<file path="src/rtl/clk_ctrl_pkg.sv">
// shared constants, register layouts and state types of the clock rate control block
package clk_ctrl_pkg;

    // register port geometry
    localparam int ADDR_W = 4;
    localparam int DATA_W = 8;

    // register offsets on the plain register port
    localparam logic [3:0] ADDR_PLL_CTRL = 4'h0;
    localparam logic [3:0] ADDR_SYS_CTRL = 4'h1;
    localparam logic [3:0] ADDR_STANDBY_CTRL = 4'h2;

    // field positions, multiplier control
    localparam int PLL_RESV3_BIT = 3;
    localparam int PLL_MULT_LSB = 0;

    // field positions, system clock control
    localparam int SYS_CLKOUT_OFF_BIT = 7;
    localparam int SYS_RESV6_BIT = 6;
    localparam int SYS_SWITCH_MODE_BIT = 3;
    localparam int SYS_DIV_LSB = 0;

    // field positions, standby control
    localparam int SBY_ON_SLEEP_BIT = 7;
    localparam int SBY_WAIT_LSB = 0;

    // multiplier select codes
    localparam logic [1:0] MULT_X1 = 2'h0;
    localparam logic [1:0] MULT_X2 = 2'h1;
    localparam logic [1:0] MULT_X4 = 2'h2;

    // highest legal divide select code (1/32)
    localparam logic [2:0] DIV_MAX = 3'h5;

    // widths of the tick counter and the settling timer
    localparam int TICK_CNT_W = 7;
    localparam int WAIT_W = 13;

    // multiplier control storage
    typedef struct packed {
        logic resv3;
        logic [1:0] multSel;
    } pll_ctrl_s;

    // system clock control storage
    typedef struct packed {
        logic clkOutOff;
        logic resv6;
        logic switchMode;
        logic [2:0] divSel;
    } sys_ctrl_s;

    // standby control storage
    typedef struct packed {
        logic standbyOnSleep;
        logic [3:0] exitWaitSel;
    } standby_ctrl_s;

    // operating state of the clock generator
    typedef enum logic [1:0] {
        ST_RUN,
        ST_STANDBY,
        ST_SETTLE
    } cg_state_e;

    // whole state of the main block
    typedef struct packed {
        cg_state_e state;
        pll_ctrl_s pll;
        sys_ctrl_s sys;
        standby_ctrl_s sby;
        logic [1:0] activeMult;
        logic [2:0] activeDiv;
        logic [7:0] rdData;
    } core_state_s;

    // reset values: all control fields start at zero, multiplier x1
    localparam pll_ctrl_s PLL_CTRL_RST = '{resv3: 1'b0, multSel: MULT_X1};
    localparam sys_ctrl_s SYS_CTRL_RST = '{clkOutOff: 1'b0, resv6: 1'b0, switchMode: 1'b0, divSel: 3'h0};
    localparam standby_ctrl_s SBY_CTRL_RST = '{standbyOnSleep: 1'b0, exitWaitSel: 4'h0};
    localparam core_state_s CORE_STATE_RST = '{
        state: ST_RUN,
        pll: PLL_CTRL_RST,
        sys: SYS_CTRL_RST,
        sby: SBY_CTRL_RST,
        activeMult: MULT_X1,
        activeDiv: 3'h0,
        rdData: 8'h00
    };

    // default settling unit in clock cycles per wait step
    localparam int WAIT_UNIT_DEF = 256;

endpackage

</file>
<file path="src/rtl/clock_rate_control.sv">
// clock rate control: multiplier and divider registers, standby switching, system clock ticks
//
// The address map and strobed register access were left to the implementer.
`timescale 1ns/1ps
module clock_rate_control #(
    parameter int WAIT_UNIT = clk_ctrl_pkg::WAIT_UNIT_DEF
) (
    input wire logic clk,
    input wire logic rst,
    input wire logic [clk_ctrl_pkg::ADDR_W-1:0] regAddr,
    input wire logic [clk_ctrl_pkg::DATA_W-1:0] regWdata,
    input wire logic regWr,
    input wire logic regRd,
    output logic [clk_ctrl_pkg::DATA_W-1:0] regRdata,
    input wire logic sleepReq,
    input wire logic wakeReq,
    output logic sysClkTick,
    output logic [1:0] activeMult,
    output logic [2:0] activeDiv,
    output logic standbyActive,
    output logic settling,
    output logic clkOutOff
);
    import clk_ctrl_pkg::*;

    // sixteen wait steps of WAIT_UNIT must fit the settling timer
    initial
    begin
        if (WAIT_UNIT < 1 || WAIT_UNIT * 16 >= (1 << WAIT_W))
            $error("clock_rate_control: WAIT_UNIT out of range");
    end

    core_state_s st_r; // whole block state
    core_state_s st_nxt; // next block state
    logic [2:0] curShift; // log2 of system clock period in cycles
    logic [WAIT_W-1:0] waitLoad; // settling cycles for the chosen wait
    logic settleLoad; // start the settling timer
    logic settleDone; // settling timer in its last cycle
    logic enterStandby; // sleep taken as software standby

    // period shift: clk is the x4 rate, so x1 costs two, x2 one
    function automatic logic [2:0] calc_shift(input logic [1:0] mult, input logic [2:0] div);
        logic [2:0] mShift;
        logic [2:0] dShift;
        mShift = 3'h0;
        dShift = 3'h0;
        if (mult == MULT_X1)
            mShift = 3'h2;
        else if (mult == MULT_X2)
            mShift = 3'h1;
        else
            mShift = 3'h0; // prohibited code 11 runs as x4
        dShift = (div > DIV_MAX) ? DIV_MAX : div;
        return mShift + dShift;
    endfunction

    assign curShift = calc_shift(st_r.activeMult, st_r.activeDiv);
    assign waitLoad = WAIT_W'(({1'b0, st_r.sby.exitWaitSel} + 5'h01) * WAIT_UNIT);
    assign enterStandby = sleepReq && st_r.sby.standbyOnSleep;

    // tick generator: stops outside normal running
    sysclk_tick_gen #(
        .CNT_W(TICK_CNT_W)
    ) u_tick (
        .clk(clk),
        .rst(rst),
        .run(st_r.state == ST_RUN),
        .shift(curShift),
        .tick(sysClkTick)
    );

    // settling wait after leaving standby
    settle_timer #(
        .W(WAIT_W)
    ) u_settle (
        .clk(clk),
        .rst(rst),
        .load(settleLoad),
        .loadValue(waitLoad),
        .done(settleDone)
    );

    // register writes, reads, standby sequencing and clock switching
    always_comb
    begin
        st_nxt = st_r;
        settleLoad = 1'b0;
        st_nxt.rdData = 8'h00;

        // register writes take effect at once, whatever the bus is doing
        if (regWr)
        begin
            if (regAddr == ADDR_PLL_CTRL)
            begin
                st_nxt.pll.resv3 = regWdata[PLL_RESV3_BIT];
                st_nxt.pll.multSel = regWdata[PLL_MULT_LSB +: 2];
            end
            else if (regAddr == ADDR_SYS_CTRL)
            begin
                st_nxt.sys.clkOutOff = regWdata[SYS_CLKOUT_OFF_BIT];
                st_nxt.sys.resv6 = regWdata[SYS_RESV6_BIT];
                st_nxt.sys.switchMode = regWdata[SYS_SWITCH_MODE_BIT];
                st_nxt.sys.divSel = regWdata[SYS_DIV_LSB +: 3];
            end
            else if (regAddr == ADDR_STANDBY_CTRL)
            begin
                st_nxt.sby.standbyOnSleep = regWdata[SBY_ON_SLEEP_BIT];
                st_nxt.sby.exitWaitSel = regWdata[SBY_WAIT_LSB +: 4];
            end
        end

        // reads: undriven bits and unmapped offsets return zero
        if (regRd)
        begin
            if (regAddr == ADDR_PLL_CTRL)
                st_nxt.rdData = {4'h0, st_r.pll.resv3, 1'b0, st_r.pll.multSel};
            else if (regAddr == ADDR_SYS_CTRL)
                st_nxt.rdData = {st_r.sys.clkOutOff, st_r.sys.resv6, 2'h0, st_r.sys.switchMode, st_r.sys.divSel};
            else if (regAddr == ADDR_STANDBY_CTRL)
                st_nxt.rdData = {st_r.sby.standbyOnSleep, 3'h0, st_r.sby.exitWaitSel};
            else
                st_nxt.rdData = 8'h00;
        end

        case (st_r.state)
            ST_RUN:
            begin
                if (enterStandby)
                    st_nxt.state = ST_STANDBY;
                else if (sysClkTick)
                begin
                    // switch only at a period end, so no phase is cut short
                    st_nxt.activeDiv = st_r.sys.divSel;
                    if (st_r.sys.switchMode)
                        st_nxt.activeMult = st_r.pll.multSel;
                end
                // deferred mode leaves activeMult alone here
            end
            ST_STANDBY:
            begin
                // clock is stopped: pending settings are safe to take
                st_nxt.activeMult = st_r.pll.multSel;
                st_nxt.activeDiv = st_r.sys.divSel;
                if (wakeReq)
                begin
                    settleLoad = 1'b1;
                    st_nxt.state = ST_SETTLE;
                end
            end
            ST_SETTLE:
            begin
                if (settleDone)
                    st_nxt.state = ST_RUN;
            end
            default:
            begin
                st_nxt.state = ST_RUN;
            end
        endcase
    end

    // state register
    always_ff @(posedge clk or posedge rst)
    begin
        if (rst)
            st_r <= CORE_STATE_RST;
        else
            st_r <= st_nxt;
    end

    // outputs, all from flip-flops except the tick
    assign regRdata = st_r.rdData;
    assign activeMult = st_r.activeMult;
    assign activeDiv = st_r.activeDiv;
    assign standbyActive = (st_r.state == ST_STANDBY);
    assign settling = (st_r.state == ST_SETTLE);
    assign clkOutOff = st_r.sys.clkOutOff;

    // helper: cycles spent in the settling state
    logic [WAIT_W-1:0] settleCnt;
    logic [WAIT_W-1:0] settleExpect;
    always_ff @(posedge clk or posedge rst)
    begin
        if (rst)
        begin
            settleCnt <= '0;
            settleExpect <= '0;
        end
        else
        begin
            if (st_r.state == ST_SETTLE)
                settleCnt <= settleCnt + WAIT_W'(1);
            else
                settleCnt <= '0;
            if (settleLoad)
                settleExpect <= waitLoad;
        end
    end
endmodule // clock_rate_control

</file>
<file path="src/rtl/sysclk_tick_gen.sv">
// system clock tick generator: one tick every 2**shift clock cycles
`timescale 1ns/1ps
module sysclk_tick_gen #(
    parameter int CNT_W = clk_ctrl_pkg::TICK_CNT_W
) (
    input wire logic clk,
    input wire logic rst,
    input wire logic run,
    input wire logic [2:0] shift,
    output logic tick
);
    import clk_ctrl_pkg::*;

    // the counter must reach the longest period, 2**7
    initial
    begin
        if (CNT_W < 7)
            $error("sysclk_tick_gen: CNT_W too small");
    end

    typedef struct packed {
        logic [CNT_W-1:0] cnt;
    } tick_state_s;

    tick_state_s st_r; // phase counter
    tick_state_s st_nxt; // its next value
    logic [CNT_W-1:0] lastVal; // last count of a period

    // period end marks a clean clock boundary
    always_comb
    begin
        lastVal = CNT_W'((32'd1 << shift) - 32'd1);
        tick = run && (st_r.cnt == lastVal);
        st_nxt = st_r;
        if (!run)
            st_nxt.cnt = '0; // stopped clock restarts on a fresh period
        else if (tick)
            st_nxt.cnt = '0;
        else
            st_nxt.cnt = st_r.cnt + CNT_W'(1);
    end

    // state register
    always_ff @(posedge clk or posedge rst)
    begin
        if (rst)
            st_r <= '0;
        else
            st_r <= st_nxt;
    end

endmodule // sysclk_tick_gen

</file>
<file path="src/rtl/settle_timer.sv">
// down counter that times the settling wait after standby
`timescale 1ns/1ps
module settle_timer #(
    parameter int W = clk_ctrl_pkg::WAIT_W
) (
    input wire logic clk,
    input wire logic rst,
    input wire logic load,
    input wire logic [W-1:0] loadValue,
    output logic done
);
    import clk_ctrl_pkg::*;

    typedef struct packed {
        logic [W-1:0] cnt;
    } timer_state_s;

    timer_state_s st_r; // remaining cycles
    timer_state_s st_nxt; // its next value

    // done in the last cycle of the wait
    always_comb
    begin
        done = (st_r.cnt == W'(1));
        st_nxt = st_r;
        if (load)
            st_nxt.cnt = loadValue;
        else if (st_r.cnt != '0)
            st_nxt.cnt = st_r.cnt - W'(1);
    end

    // state register
    always_ff @(posedge clk or posedge rst)
    begin
        if (rst)
            st_r <= '0;
        else
            st_r <= st_nxt;
    end

endmodule // settle_timer

</file>
<file path="config.mk">
export PLATFORM = sky130hd
export DESIGN_NAME = clock_rate_control
export DESIGN_NICKNAME = d
export VERILOG_FILES = /design/src/rtl/clk_ctrl_pkg.sv /design/src/rtl/clock_rate_control.sv /design/src/rtl/sysclk_tick_gen.sv /design/src/rtl/settle_timer.sv
export SDC_FILE = /design/constraint.sdc
export NUM_CORES = 1
export LEC_CHECK = 0
export BUFFER_PORTS_ARGS = -buffer_cell sky130_fd_sc_hd__buf_2
export CORE_MARGIN = 2
export CORE_UTILIZATION = 50
export DETAILED_ROUTE_END_ITERATION = 12
export PLACE_DENSITY = 0.73
export SKIP_CTS_REPAIR_TIMING = 1
export SYNTH_ARGS = -nofsm -noshare
export SYNTH_HDL_FRONTEND = slang
export SYNTH_SLANG_ARGS = --single-unit
</file>
<file path="constraint.sdc">
create_clock -name clk -period 4.6 [get_ports clk]
set_clock_uncertainty 0.15 [all_clocks]
set_input_delay 1.38 -clock clk [delete_from_list [all_inputs] [get_ports clk]]
set_output_delay 1.38 -clock clk [all_outputs]
set_load 0.05 [all_outputs]
</file>
Yosys cells after proc, flatten, opt, wreduce, memory -nomap -nowiden
Cells that the tools add are included.

cells by class
  $add $sub $neg = 5
  magnitude comparators = 1
  equality and inequality tests = 13
  shift-type cells = 1
  multiplexer cells = 21
  bitwise operators = 2
  reduce and logical (&&, ||, !) cells = 14

operators with widths
  operator                                               number
  two-way mux 8 bit                                      4
  two-way mux 13 bit                                     2
  two-way mux 7 bit                                      2
  equality test 13 x 1 -> 1 bit (second input constant)  1
  nonzero test 13 bit                                    1
  subtractor 13 x 1 -> 13 bit (second input constant)    1
  two-way mux 2 bit                                      5
  two-way mux 5 bit                                      2
  inequality test 2 bit (second input constant)          5
  one-hot mux 5 bit (2 select lines)                     1
  AND reduction 3 bit                                    3
  AND reduction 4 bit                                    2
  adder 7 x 1 -> 7 bit (second input constant)           1
  equality test 7 bit                                    1
  left shift 1 x 3 -> 7 bit (first input constant)       1
  subtractor 7 x 1 -> 7 bit (second input constant)      1
  one-hot mux 2 bit (3 select lines)                     1
  adder 4 x 1 -> 5 bit (second input constant)           1
  equality test 2 x 1 -> 1 bit (second input constant)   2
  equality test 4 x 1 -> 1 bit (second input constant)   1
  equality test 4 x 2 -> 1 bit (second input constant)   1
  logical NOT 2 bit                                      2
  logical NOT 4 bit                                      1
  nonzero test 2 bit                                     2
  9 further kinds                                        13

storage, ports and cells
  register bits after elaboration = 49
  input bits = 18
  output and inout port bits = 17
  word-level logic and storage cells = 71

Depth between registers and ports, before layout
Gate-level depths: netlist of run 1.

  depth in word-level cells = 11
  depth in mapped cells = 15
  mapped depth without buffers = 12

Cells and area by module
From an unflattened synthesis of run 1, not the netlist that was laid out.

second synthesis, totals
  cells, all modules = 271
  area total of the unflattened synthesis = 2,740.1 um^2

modules (own cells, without submodules)
  module              instances  cells an instance  area each (um^2)  seq. area each (um^2)
  clock_rate_control  1          123                1,408.9           675.6
  settle_timer        1          91                 822.0             325.3
  sysclk_tick_gen     1          57                 509.2             175.2

Least setup slack after synthesis of run 1
Ideal clock, no wire load.

  path type = reg2out
  start = register st_r (netlist bit activeDiv[2])
  end = output sysClkTick
  arrival time = 3,362 ps
  data required time = 3,070 ps
  slack = -292 ps
  cell stages (with the launch flop) = 15
  path buffers = 3
  cell sequence = dfrtp_1 > a21o_1 > ha_1 > fa_1 > xnor2_1 > buf_2 > nand3_1 > ha_1 > buf_2 > or4b_1 > a21oi_1 > a211oi_2 > a2111oi_4 > buf_6 > and2_2

on the way
  cells in the longest elaborated chain, start to end = 7

ends and longest elaborated chain
  what                           RTL line                   RTL
  from (decl)                    clock_rate_control.sv:33   core_state_s st_r;
  from (signal assigned)         clock_rate_control.sv:168  st_r <= st_nxt;
  > comparator 3 bit             clock_rate_control.sv:53   dShift = (div > DIV_MAX) ? DIV_MAX : div;
  two-way mux 3 bit (*)          clock_rate_control.sv:53
  adder 3 bit (*)                clock_rate_control.sv:54   return mShift + dShift;
  left shift 1 x 3 -> 7 bit (*)  sysclk_tick_gen.sv:32      lastVal = CNT_W'((32'd1 << shift) - 32'd1);
  subtractor 7 x 1 -> 7 bit (*)  sysclk_tick_gen.sv:32
  equality test 7 bit (*)        sysclk_tick_gen.sv:33      tick = run && (st_r.cnt == lastVal);
  logical AND 1 bit (*)          sysclk_tick_gen.sv:33
  to (decl)                      clock_rate_control.sv:17   output logic sysClkTick,

Every way passes the cells marked *; elsewhere a longest branch is shown, timed or not.

Worst setup path in the final report of run 1
Ends and elaborated chain as after synthesis.

==> impl_metrics.tcl, run 1 <==
set metrics [dict create \
    outcome "complete, but fails checks" \
    violations "negative setup slack" \
    cts_tree "yes" \
    worstSetupEndpointType "output port" \
    required_ps 3070 \
    rr_endpoint "activeDiv[0]$_DFFE_PP0P_" \
    vias 1977 \
    startpoint "activeDiv[2]$_DFFE_PP0P_" \
    synthSimpleGateAreaFrac 0.189 \
    yosys-top-cells-area "dfrtp_1 (44%), mux2_2 (7.2%), xnor2_1 (4.6%)" \
    grt_use_total 0.191 \
    antenna_found_initial 0 \
    overflow 0 \
    period_needed_ps 4850 \
    maxCapViolations 0 \
    vias_per_cell 5.45 \
    async_flop_share 1.00 \
    min_path_type "reg2reg" \
    io_buffers 30 \
    dp_hpwl_um 3760 \
    die_h_um 77.2 \
    grt_max_degree 48 \
    r2r-start "activeDiv[2]$_DFFE_PP0P_" \
    ant_nets 0 \
    hold_viol_final 0 \
    drt_iter0_drc 149 \
    synth_top_area_frac 0.439 \
    num_rows 26 \
    synth_edf_count 0 \
    clk_pin_slew_ps 100 \
    synth_flop_cell "dfrtp_1" \
    place_area_mm2 0.00286 \
    synth_cells 264 \
    peakVddDrop_uv 330 \
    fmaxAchievable_mhz 206 \
    clockBufferDepth 2 \
    num_antenna_cells 0 \
    fin_tns_setup_ps -253 \
    ys_ff_latch 47 \
    ys_seq_area_frac 0.439 \
    worst_pin_slew_ps 946 \
    synthMuxAreaShare 0.0827 \
    reg2reg_setup_slack_ps 690 \
    wl_per_cell_um 14.5 \
    whs_ps 359 \
    clock_latency_ps 310 \
    clock-root-buffer "clkbuf_8" \
    yosysTopAreaCell "dfrtp_1" \
    yosysWarnings 0 \
    grt_pass1_vias 1911 \
    final_cell_area_mm2 0.00306 \
    crit_arrival_ps 3320 \
    fin_ws_ps -253 \
    nNetsFinal 317 \
    drc_errors 0 \
    cts_sinks 47 \
    start_kind "flop" \
    period_share 1.06 \
    fin_total_pwr_uw 882 \
    rsz0062_at_grt "true" \
    reg2reg_depth 14 \
    die_w_um 77.2 \
    syn-cell-area_mm2 0.00268 \
    grt_pass1_wl_um 9130 \
    p_leak_uw 0.00130 \
    drv_slew 0 \
    setup_viol 1 \
    criticalPathCategory "reg2out" \
    synth_top_family_by_area "simple AND/OR/NAND/NOR gates" \
    coreArea_mm2 0.00514 \
    fillers 460 \
    globalplace.congestion 0.797 \
    syn_avg_cell_area_um2 10.1 \
    netlist-cell-type-count 50 \
    synth_xor_area_frac 0.0687 \
    wirelength_um 5270 \
    syn_to_final_growth_pct 14.2 \
    critPathCapture "sysClkTick" \
    p_per_area_mw_per_mm2 289 \
    num_io_pins 35 \
    synth_fa_ha_area_frac 0.0355 \
    start_util 0.521 \
    slew_headroom 0.368 \
    cts_buffers 5 \
    drive_gt1_frac 0.307 \
    crit_fanout 4 \
    die_area_mm2 0.00595 \
    dr.pass1.iters 4 \
    synth_compound_area_frac 0.113 \
    htree_levels 2 \
]
## routing by layer
layer | wire length (um) | vias to the layer above | GRT usage
met1 | 2520 | 970 | 0.274
met2 | 2550 | 27 | 0.294
met4 | 39 | 0 | 0.0375
met3 | 162 | 6 | 0.0482
met5 | 0 | - | 0
li1 | - | 974 | -
## layout make-up
cell class / count / area (um^2) / area share
Clock inverter: 3 / 46.3 / 0.0151
Multi-Input combinational cell: 186 / 1380 / 0.453
Tap cell: 70 / 87.6 / 0.0287
Timing Repair Buffer: 43 / 258 / 0.0843
Clock buffer: 5 / 68.8 / 0.0225
Inverter: 9 / 33.8 / 0.0111
Sequential cell: 47 / 1180 / 0.386
## critical path, cell delays in order, from the launching register on
cell,delay [ps]
dfrtp_2,410
a21o_1,160
ha_2,170
fa_2,410
xnor2_4,210
nand3_2,130
ha_4,180
or4b_4,470
a21oi_2,150
a211oi_2,70
a2111oi_4,300
and2_4,200
buf_8,140
## cells in the mapped netlist (3+ instances only)
| cell | n |
|---|---|
| inv_1 | 9 |
| xor2_1 | 7 |
| nand2_1 | 12 |
| nor2_1 | 23 |
| mux2i_1 | 3 |
| xnor2_1 | 14 |
| clkbuf_1 | 5 |
| buf_4 | 13 |
| dfrtp_1 | 47 |
| nor3_1 | 7 |
| o22ai_1 | 3 |
| a21oi_1 | 9 |
| o21ai_0 | 10 |
| mux2_2 | 17 |
| nor4_1 | 8 |
| buf_2 | 3 |
| nand2b_1 | 4 |
| nand3_1 | 12 |
| ha_1 | 6 |
| or3_1 | 3 |
| and3_1 | 3 |
| nor2b_1 | 8 |
## layout by cell type, fill, tap and decap left out, drive strengths merged, types with 3 or more instances in the layout
master,instances
nand2b,4
xor2,7
or3,3
nor2b,8
o22ai,3
clkbuf,5
nor2,23
inv,10
and3,3
nand2,12
mux2,17
a21oi,9
nor4,8
xnor2,14
dfrtp,47
o21ai,11
buf,43
ha,6
nand3,12
nor3,7
mux2i,3
a211oi,4
## kinds of logic (layout without fill, tap and decap cells)
logic type	Yosys count	count (layout)
buffers and inverters	32	60
muxes	20	20
other	1	2
adders and majority gates	7	7
AOI/OAI and AO/OA	42	42
and+or+nand+nor	94	94
xor gates and xnor gates	21	21
DFF	47	47
## worst min-delay path by stage
stage / end / from / cells past startpoint
after CTS: regRdata[6]$_DFF_PP0_ / st_r[22]$_DFFE_PP0P_ / 2
after floorplan: regRdata[6]$_DFF_PP0_ / st_r[22]$_DFFE_PP0P_ / 2
after detailed placement: st_r[26]$_DFFE_PP0P_ / st_r[26]$_DFFE_PP0P_ / 1
after global routing: regRdata[6]$_DFF_PP0_ / st_r[22]$_DFFE_PP0P_ / 2
after global placement: st_r[26]$_DFFE_PP0P_ / st_r[26]$_DFFE_PP0P_ / 1
final: regRdata[6]$_DFF_PP0_ / st_r[22]$_DFFE_PP0P_ / 2
## through the flow
step / setup slack, ps / instances / utilization
4_1_cts: -401 / 361 / 0.579
3_3_place_gp: -6.09 / 353 / 0.557
2_1_floorplan: -164 / 265 / -
5_1_grt: -419 / 363 / 0.595
6_report: -253 / 363 / 0.595
3_5_place_dp: -47.2 / 353 / 0.557
## power breakdown
| group | internal (uW) | switching [uW] |
|---|---|---|
| Sequential | 443 | 30.9 |
| Combinational | 41.7 | 53.9 |
| Clock | 164 | 149 |
| Total | 648 | 234 |
## sequential cells by signal, summed over array words and instances (netlist names)
| name | count |
|---|---|
| u_settle.st_r | 13 |
| activeMult | 2 |
| activeDiv | 3 |
| regRdata | 6 |
| st_r | 15 |
| clkOutOff | 1 |
| u_tick.st_r | 7 |
(Power assumes the default switching activity.)
==> run 2, diff against run 1 <==
--- a/config.mk
+++ b/config.mk
@@ -7,9 +7,9 @@
 export LEC_CHECK = 0
 export BUFFER_PORTS_ARGS = -buffer_cell sky130_fd_sc_hd__buf_2
 export CORE_MARGIN = 2
-export CORE_UTILIZATION = 50
+export CORE_UTILIZATION = 52
 export DETAILED_ROUTE_END_ITERATION = 12
-export PLACE_DENSITY = 0.73
+export PLACE_DENSITY = 0.76
 export SKIP_CTS_REPAIR_TIMING = 1
 export SYNTH_ARGS = -nofsm -noshare
 export SYNTH_HDL_FRONTEND = slang
==> run 2 against run 1 <==
The run still ends with negative setup slack left. Critical path depth is the same. Sequential share of layout area down 0.32 points. Fmax decreased by 0.72%. Design area rose by 0.74%. Global-route usage rose by 0.83 points.
==> impl_metrics.tcl, run 2 (synthesized netlist as in run 1, its figures left out) <==
set metrics [dict create \
    drc_errors 0 \
    peakVddDrop_uv 185 \
    globalplace.congestion 0.803 \
    htree_levels 2 \
    overflow 0 \
    max_stage_delay_ps 480 \
    crit_family "simple AND/OR/NAND/NOR gates" \
    num_io_pins 35 \
    path_buf_inv 1 \
    vias 2029 \
    grt_use_total 0.199 \
    internal-power_uw 663 \
    period_needed_ps 4890 \
    violations "negative setup slack" \
    fin_ws_ps -288 \
    clockBufferDepth 2 \
    num_antenna_cells 0 \
    antenna_found_initial 0 \
    syn_to_final_growth_pct 15.1 \
    wl_per_cell_um 15.1 \
    required_ps 3070 \
    criticalPathCategory "reg2out" \
    outcome "complete, but fails checks" \
    die_w_um 75.7 \
    p_sw_uw 230 \
    grt_pass1_wl_um 8490 \
    ant_nets 0 \
    maxCapViolations 0 \
    fin_total_pwr_uw 894 \
    power.share.switching 0.258 \
    crit_path_top_delay_cell "or4b_4" \
    cts_tree "yes" \
    die_h_um 75.7 \
    num_rows 26 \
    grt_max_degree 48 \
    slew_headroom 0.356 \
    worst_pin_slew_ps 965 \
    vias_per_cell 5.54 \
    start_kind "flop" \
    p_leak_uw 0.00132 \
    fmaxAchievable_mhz 205 \
    place_area_mm2 0.00289 \
    clockPowerShare 0.362 \
    final_cell_area_mm2 0.00308 \
    cts_sinks 47 \
    crit_fanout 5 \
    final_cell_mix "dfrtp_1 (46), buf_2 (29), nor2_1 (23), mux2_2 (17), buf_4 (16)" \
    dr.pass1.iters 4 \
    cts_buffers 5 \
    pre_cts_ws_ps -131 \
    drive_gt1_frac 0.304 \
    fillers 427 \
    wirelength_um 5530 \
    crit_arrival_ps 3360 \
    start_util 0.531 \
    rsz0062_at_grt "true" \
    utilization 0.611 \
    coreArea_mm2 0.00504 \
    p_per_area_mw_per_mm2 290 \
    dp_hpwl_um 3970 \
    setup_viol 1 \
    worstSetupEndpointType "output port" \
    largest_reg_flops 15 \
    clk_pin_slew_ps 90 \
    power.share.combinational 0.107 \
    crit_chain "a21o_1 -> ha_2 -> fa_2 -> xnor2_4 -> nand3_2 -> ha_4 -> or4b_4 -> a21oi_2 -> a211oi_2 -> a2111oi_4 -> and2_4 -> buf_8" \
    largest_register "st_r" \
    min_path_type "reg2reg" \
    hold_viol_final 0 \
    drt_iter0_drc 165 \
    layout_commonest_cell "dfrtp_1" \
    grt_pass1_vias 1835 \
    io_buffers 30 \
    period_share 1.06 \
    drv_slew 0 \
    clock_latency_ps 300 \
    die_area_mm2 0.00574 \
    reg.largest.list "st_r (15), u_settle.st_r (13), u_tick.st_r (7)" \
    nNetsFinal 320 \
    clock-root-buffer "clkbuf_8" \
    p_seq_frac 0.531 \
]
## run 2: power by group through the flow
| stage | clock [uW] | sequential (uW) | combinational (uW) |
|---|---|---|---|
| floorplan | 0 | 478 | 69.4 |
| global placement | 0 | 479 | 93.2 |
| global route | 349 | 480 | 108 |
| detailed placement | 0 | 481 | 95.3 |
| CTS | 326 | 474 | 96.8 |
| finish | 323 | 475 | 95.9 |
## run 2: final timing paths
check	from	end	slack [ps]	depth (start not counted)
worst max-delay path	activeDiv[2]$_DFFE_PP0P_	sysClkTick	-290	12
worst min-delay path	st_r[26]$_DFFE_PP0P_	st_r[26]$_DFFE_PP0P_	370	1
max in group asynchronous	rst	activeDiv[2]$_DFFE_PP0P_	2500	2
worst min register to register	st_r[26]$_DFFE_PP0P_	st_r[26]$_DFFE_PP0P_	370	1
worst max register to register	activeDiv[2]$_DFFE_PP0P_	activeDiv[0]$_DFFE_PP0P_	620	14
min in group asynchronous	rst	u_tick.st_r[3]$_DFF_PP0_	1140	2
## run 2: layout make-up
type                       instances  area [um^2]  area share
timing repair buffer              46          280      0.0910
multi-input combinational        186         1380       0.448
clock buffer                       6         82.6      0.0268
inverter                           9         33.8      0.0110
clock inverter                     2         38.8      0.0126
tap                               70         87.6      0.0284
sequential                        47         1180       0.382
## run 2: metal layers
layer | up-vias | wire [um] | GRT usage
met1 | 996 | 2540 | 0.277
li1 | 990 | - | -
met2 | 37 | 2770 | 0.312
met4 | 0 | 47 | 0.0546
met5 | - | 0 | 0
met3 | 6 | 173 | 0.0463
## run 2: metrics by stage
stage               std cells  TNS (ps)  hold WS, ps
global route              366      -440          397
floorplan                 265      -164          314
detailed placement        356      -131          338
CTS                       364      -489          359
finish                    366      -288          368
global placement          356     -70.4          333
==> run 3, diff against run 2 <==
--- a/config.mk
+++ b/config.mk
@@ -10,6 +10,7 @@
 export CORE_UTILIZATION = 52
 export DETAILED_ROUTE_END_ITERATION = 12
 export PLACE_DENSITY = 0.76
+export RECOVER_POWER = 50
 export SKIP_CTS_REPAIR_TIMING = 1
 export SYNTH_ARGS = -nofsm -noshare
 export SYNTH_HDL_FRONTEND = slang
==> run 3 against run 2 <==
The run ends with max-capacitance violations, max-slew violations, negative setup slack left. Worst setup slack got worse by 9.9 ps. Design area down 0.28%. Sequential share of layout area is 0.11 points higher. Worst hold slack worse by 8.2 ps. Clock power about the same. Power fell by 0.13%. Critical endpoint unchanged. Count of clock-buffer cells in the layout unchanged. Critical path depth is the same. Highest routed layer unchanged. Via count down 0.49%. First-iteration DRC count down 3.0%. Fmax fell by 0.20%. Sequential cell count stayed put. Critical path type unchanged.
==> impl_metrics.tcl, run 3 (synthesized netlist as in run 1, its figures left out) <==
set metrics [dict create \
    outcome "complete, but fails checks" \
    violations "max-capacitance violations, max-slew violations, negative setup slack" \
    stdcell_count 366 \
    vias 2019 \
    start_kind "flop" \
    reg2reg_depth 14 \
    clk_pin_slew_ps 90 \
    grt_pass1_wl_um 8490 \
    antenna_found_initial 0 \
    peakVddDrop_uv 185 \
    htree_levels 2 \
    grtUsageMet1 0.277 \
    final_cell_mix "dfrtp_1 (46), buf_2 (28), nor2_1 (23), mux2_2 (17), buf_4 (16)" \
    whs_ps 360 \
    drv_slew 48 \
    drt_iter0_drc 160 \
    startpoint "activeDiv[2]$_DFFE_PP0P_" \
    worstSetupEndpointType "output port" \
    clockBufferDepth 2 \
    required_ps 3070 \
    drc_errors 0 \
    num_rows 26 \
    largest_reg_flops 15 \
    cts_buffers 5 \
    criticalPathCategory "reg2out" \
    rr_endpoint "activeDiv[0]$_DFFE_PP0P_" \
    fmaxAchievable_mhz 204 \
    period_needed_ps 4900 \
    globalplace.congestion 0.803 \
    reg.largest.list "st_r (15), u_settle.st_r (13), u_tick.st_r (7)" \
    dr.pass1.iters 4 \
    slew_headroom -0.164 \
    io_buffers 30 \
    drive_gt1_frac 0.291 \
    critPathCapture "sysClkTick" \
    hold_viol_final 0 \
    ant_nets 0 \
    num_antenna_cells 0 \
    largest_register "st_r" \
    setup_viol 1 \
    worst_pin_slew_ps 1740 \
    r2r-start "activeDiv[2]$_DFFE_PP0P_" \
    cts_sinks 47 \
    met2_usage 0.312 \
    p_leak_uw 0.00132 \
    layout_commonest_cell "dfrtp_1" \
    fin_ws_ps -298 \
    clock_latency_ps 300 \
    die_w_um 75.7 \
    vias_per_cell 5.52 \
    period_share 1.06 \
    cts_tree "yes" \
    die_area_mm2 0.00574 \
    min_path_type "reg2reg" \
    grt_pass1_vias 1835 \
    dpl.cell_count 356 \
    gr-usage-met3 0.0463 \
    start_util 0.531 \
    nNetsFinal 320 \
    fin_tns_setup_ps -298 \
    reg2reg_setup_slack_ps 610 \
    overflow 0 \
    clock-root-buffer "clkbuf_8" \
    maxCapViolations 1 \
    grt-busiest-layer "met2" \
    grt_max_degree 48 \
    die_h_um 75.7 \
    crit_arrival_ps 3370 \
    num_io_pins 35 \
    utilization 0.609 \
    crit_fanout 5 \
    grt_use_total 0.199 \
    syn_to_final_growth_pct 14.7 \
    dp_hpwl_um 3970 \
    hold_depth 1 \
    rsz0062_at_grt "true" \
    wirelength_um 5540 \
    coreArea_mm2 0.00504 \
    wl_per_cell_um 15.1 \
    p_per_area_mw_per_mm2 291 \
]
==> run 3: area by class of cell <==
class,instances,area (um^2)
clock buffer,6,82.6
timing repair buffer,46,279
tap,70,87.6
clock inverter,2,38.8
fill,428,1970
multi-input combinational,186,1370
inverter,9,33.8
sequential,47,1180
==> run 3: stage by stage <==
stage	setup slack, ps	area (um^2)	total power [uW]
after floorplan	-164	2700	547
after global placement	-70.4	2890	572
after detailed placement	-131	2890	576
after CTS	-489	3010	896
after global routing	-440	3070	936
final	-298	3070	893
==> run 3: how the worst min path moves through the flow <==
stage,end,start,slack (ps)
global placement,st_r[26]$_DFFE_PP0P_,st_r[26]$_DFFE_PP0P_,330
global route,st_r[26]$_DFFE_PP0P_,st_r[26]$_DFFE_PP0P_,400
detailed placement,st_r[26]$_DFFE_PP0P_,st_r[26]$_DFFE_PP0P_,340
floorplan,regRdata[6]$_DFF_PP0_,st_r[22]$_DFFE_PP0P_,310
CTS,st_r[26]$_DFFE_PP0P_,st_r[26]$_DFFE_PP0P_,360
finish,st_r[26]$_DFFE_PP0P_,st_r[26]$_DFFE_PP0P_,360
==> run 3: critical path, cell delays in order, from the launching register on <==
cell and delay (ps):
dfrtp_2 420, a21o_1 170, ha_2 170, fa_2 410, xnor2_4 240, nand3_2 140, ha_4 190, or4b_4 480
a21oi_2 140, a211oi_2 60, a2111oi_4 300, and2_4 210, buf_8 140
==> run 3: power breakdown <==
part	internal, uW	leakage, uW	switching [uW]
clock network	179	0.0000618	144
logic	41.4	0.000689	54.3
registers	443	0.000569	31.4
==> run 3: per-layer routing <==
metal  share of wire  up-vias  routed length [um]
li1                -      988                   -
met1            0.46      989                2520
met2            0.51       36                2820
met3           0.027        6                 148
met4          0.0085        0                  47
met5               0        -                   0
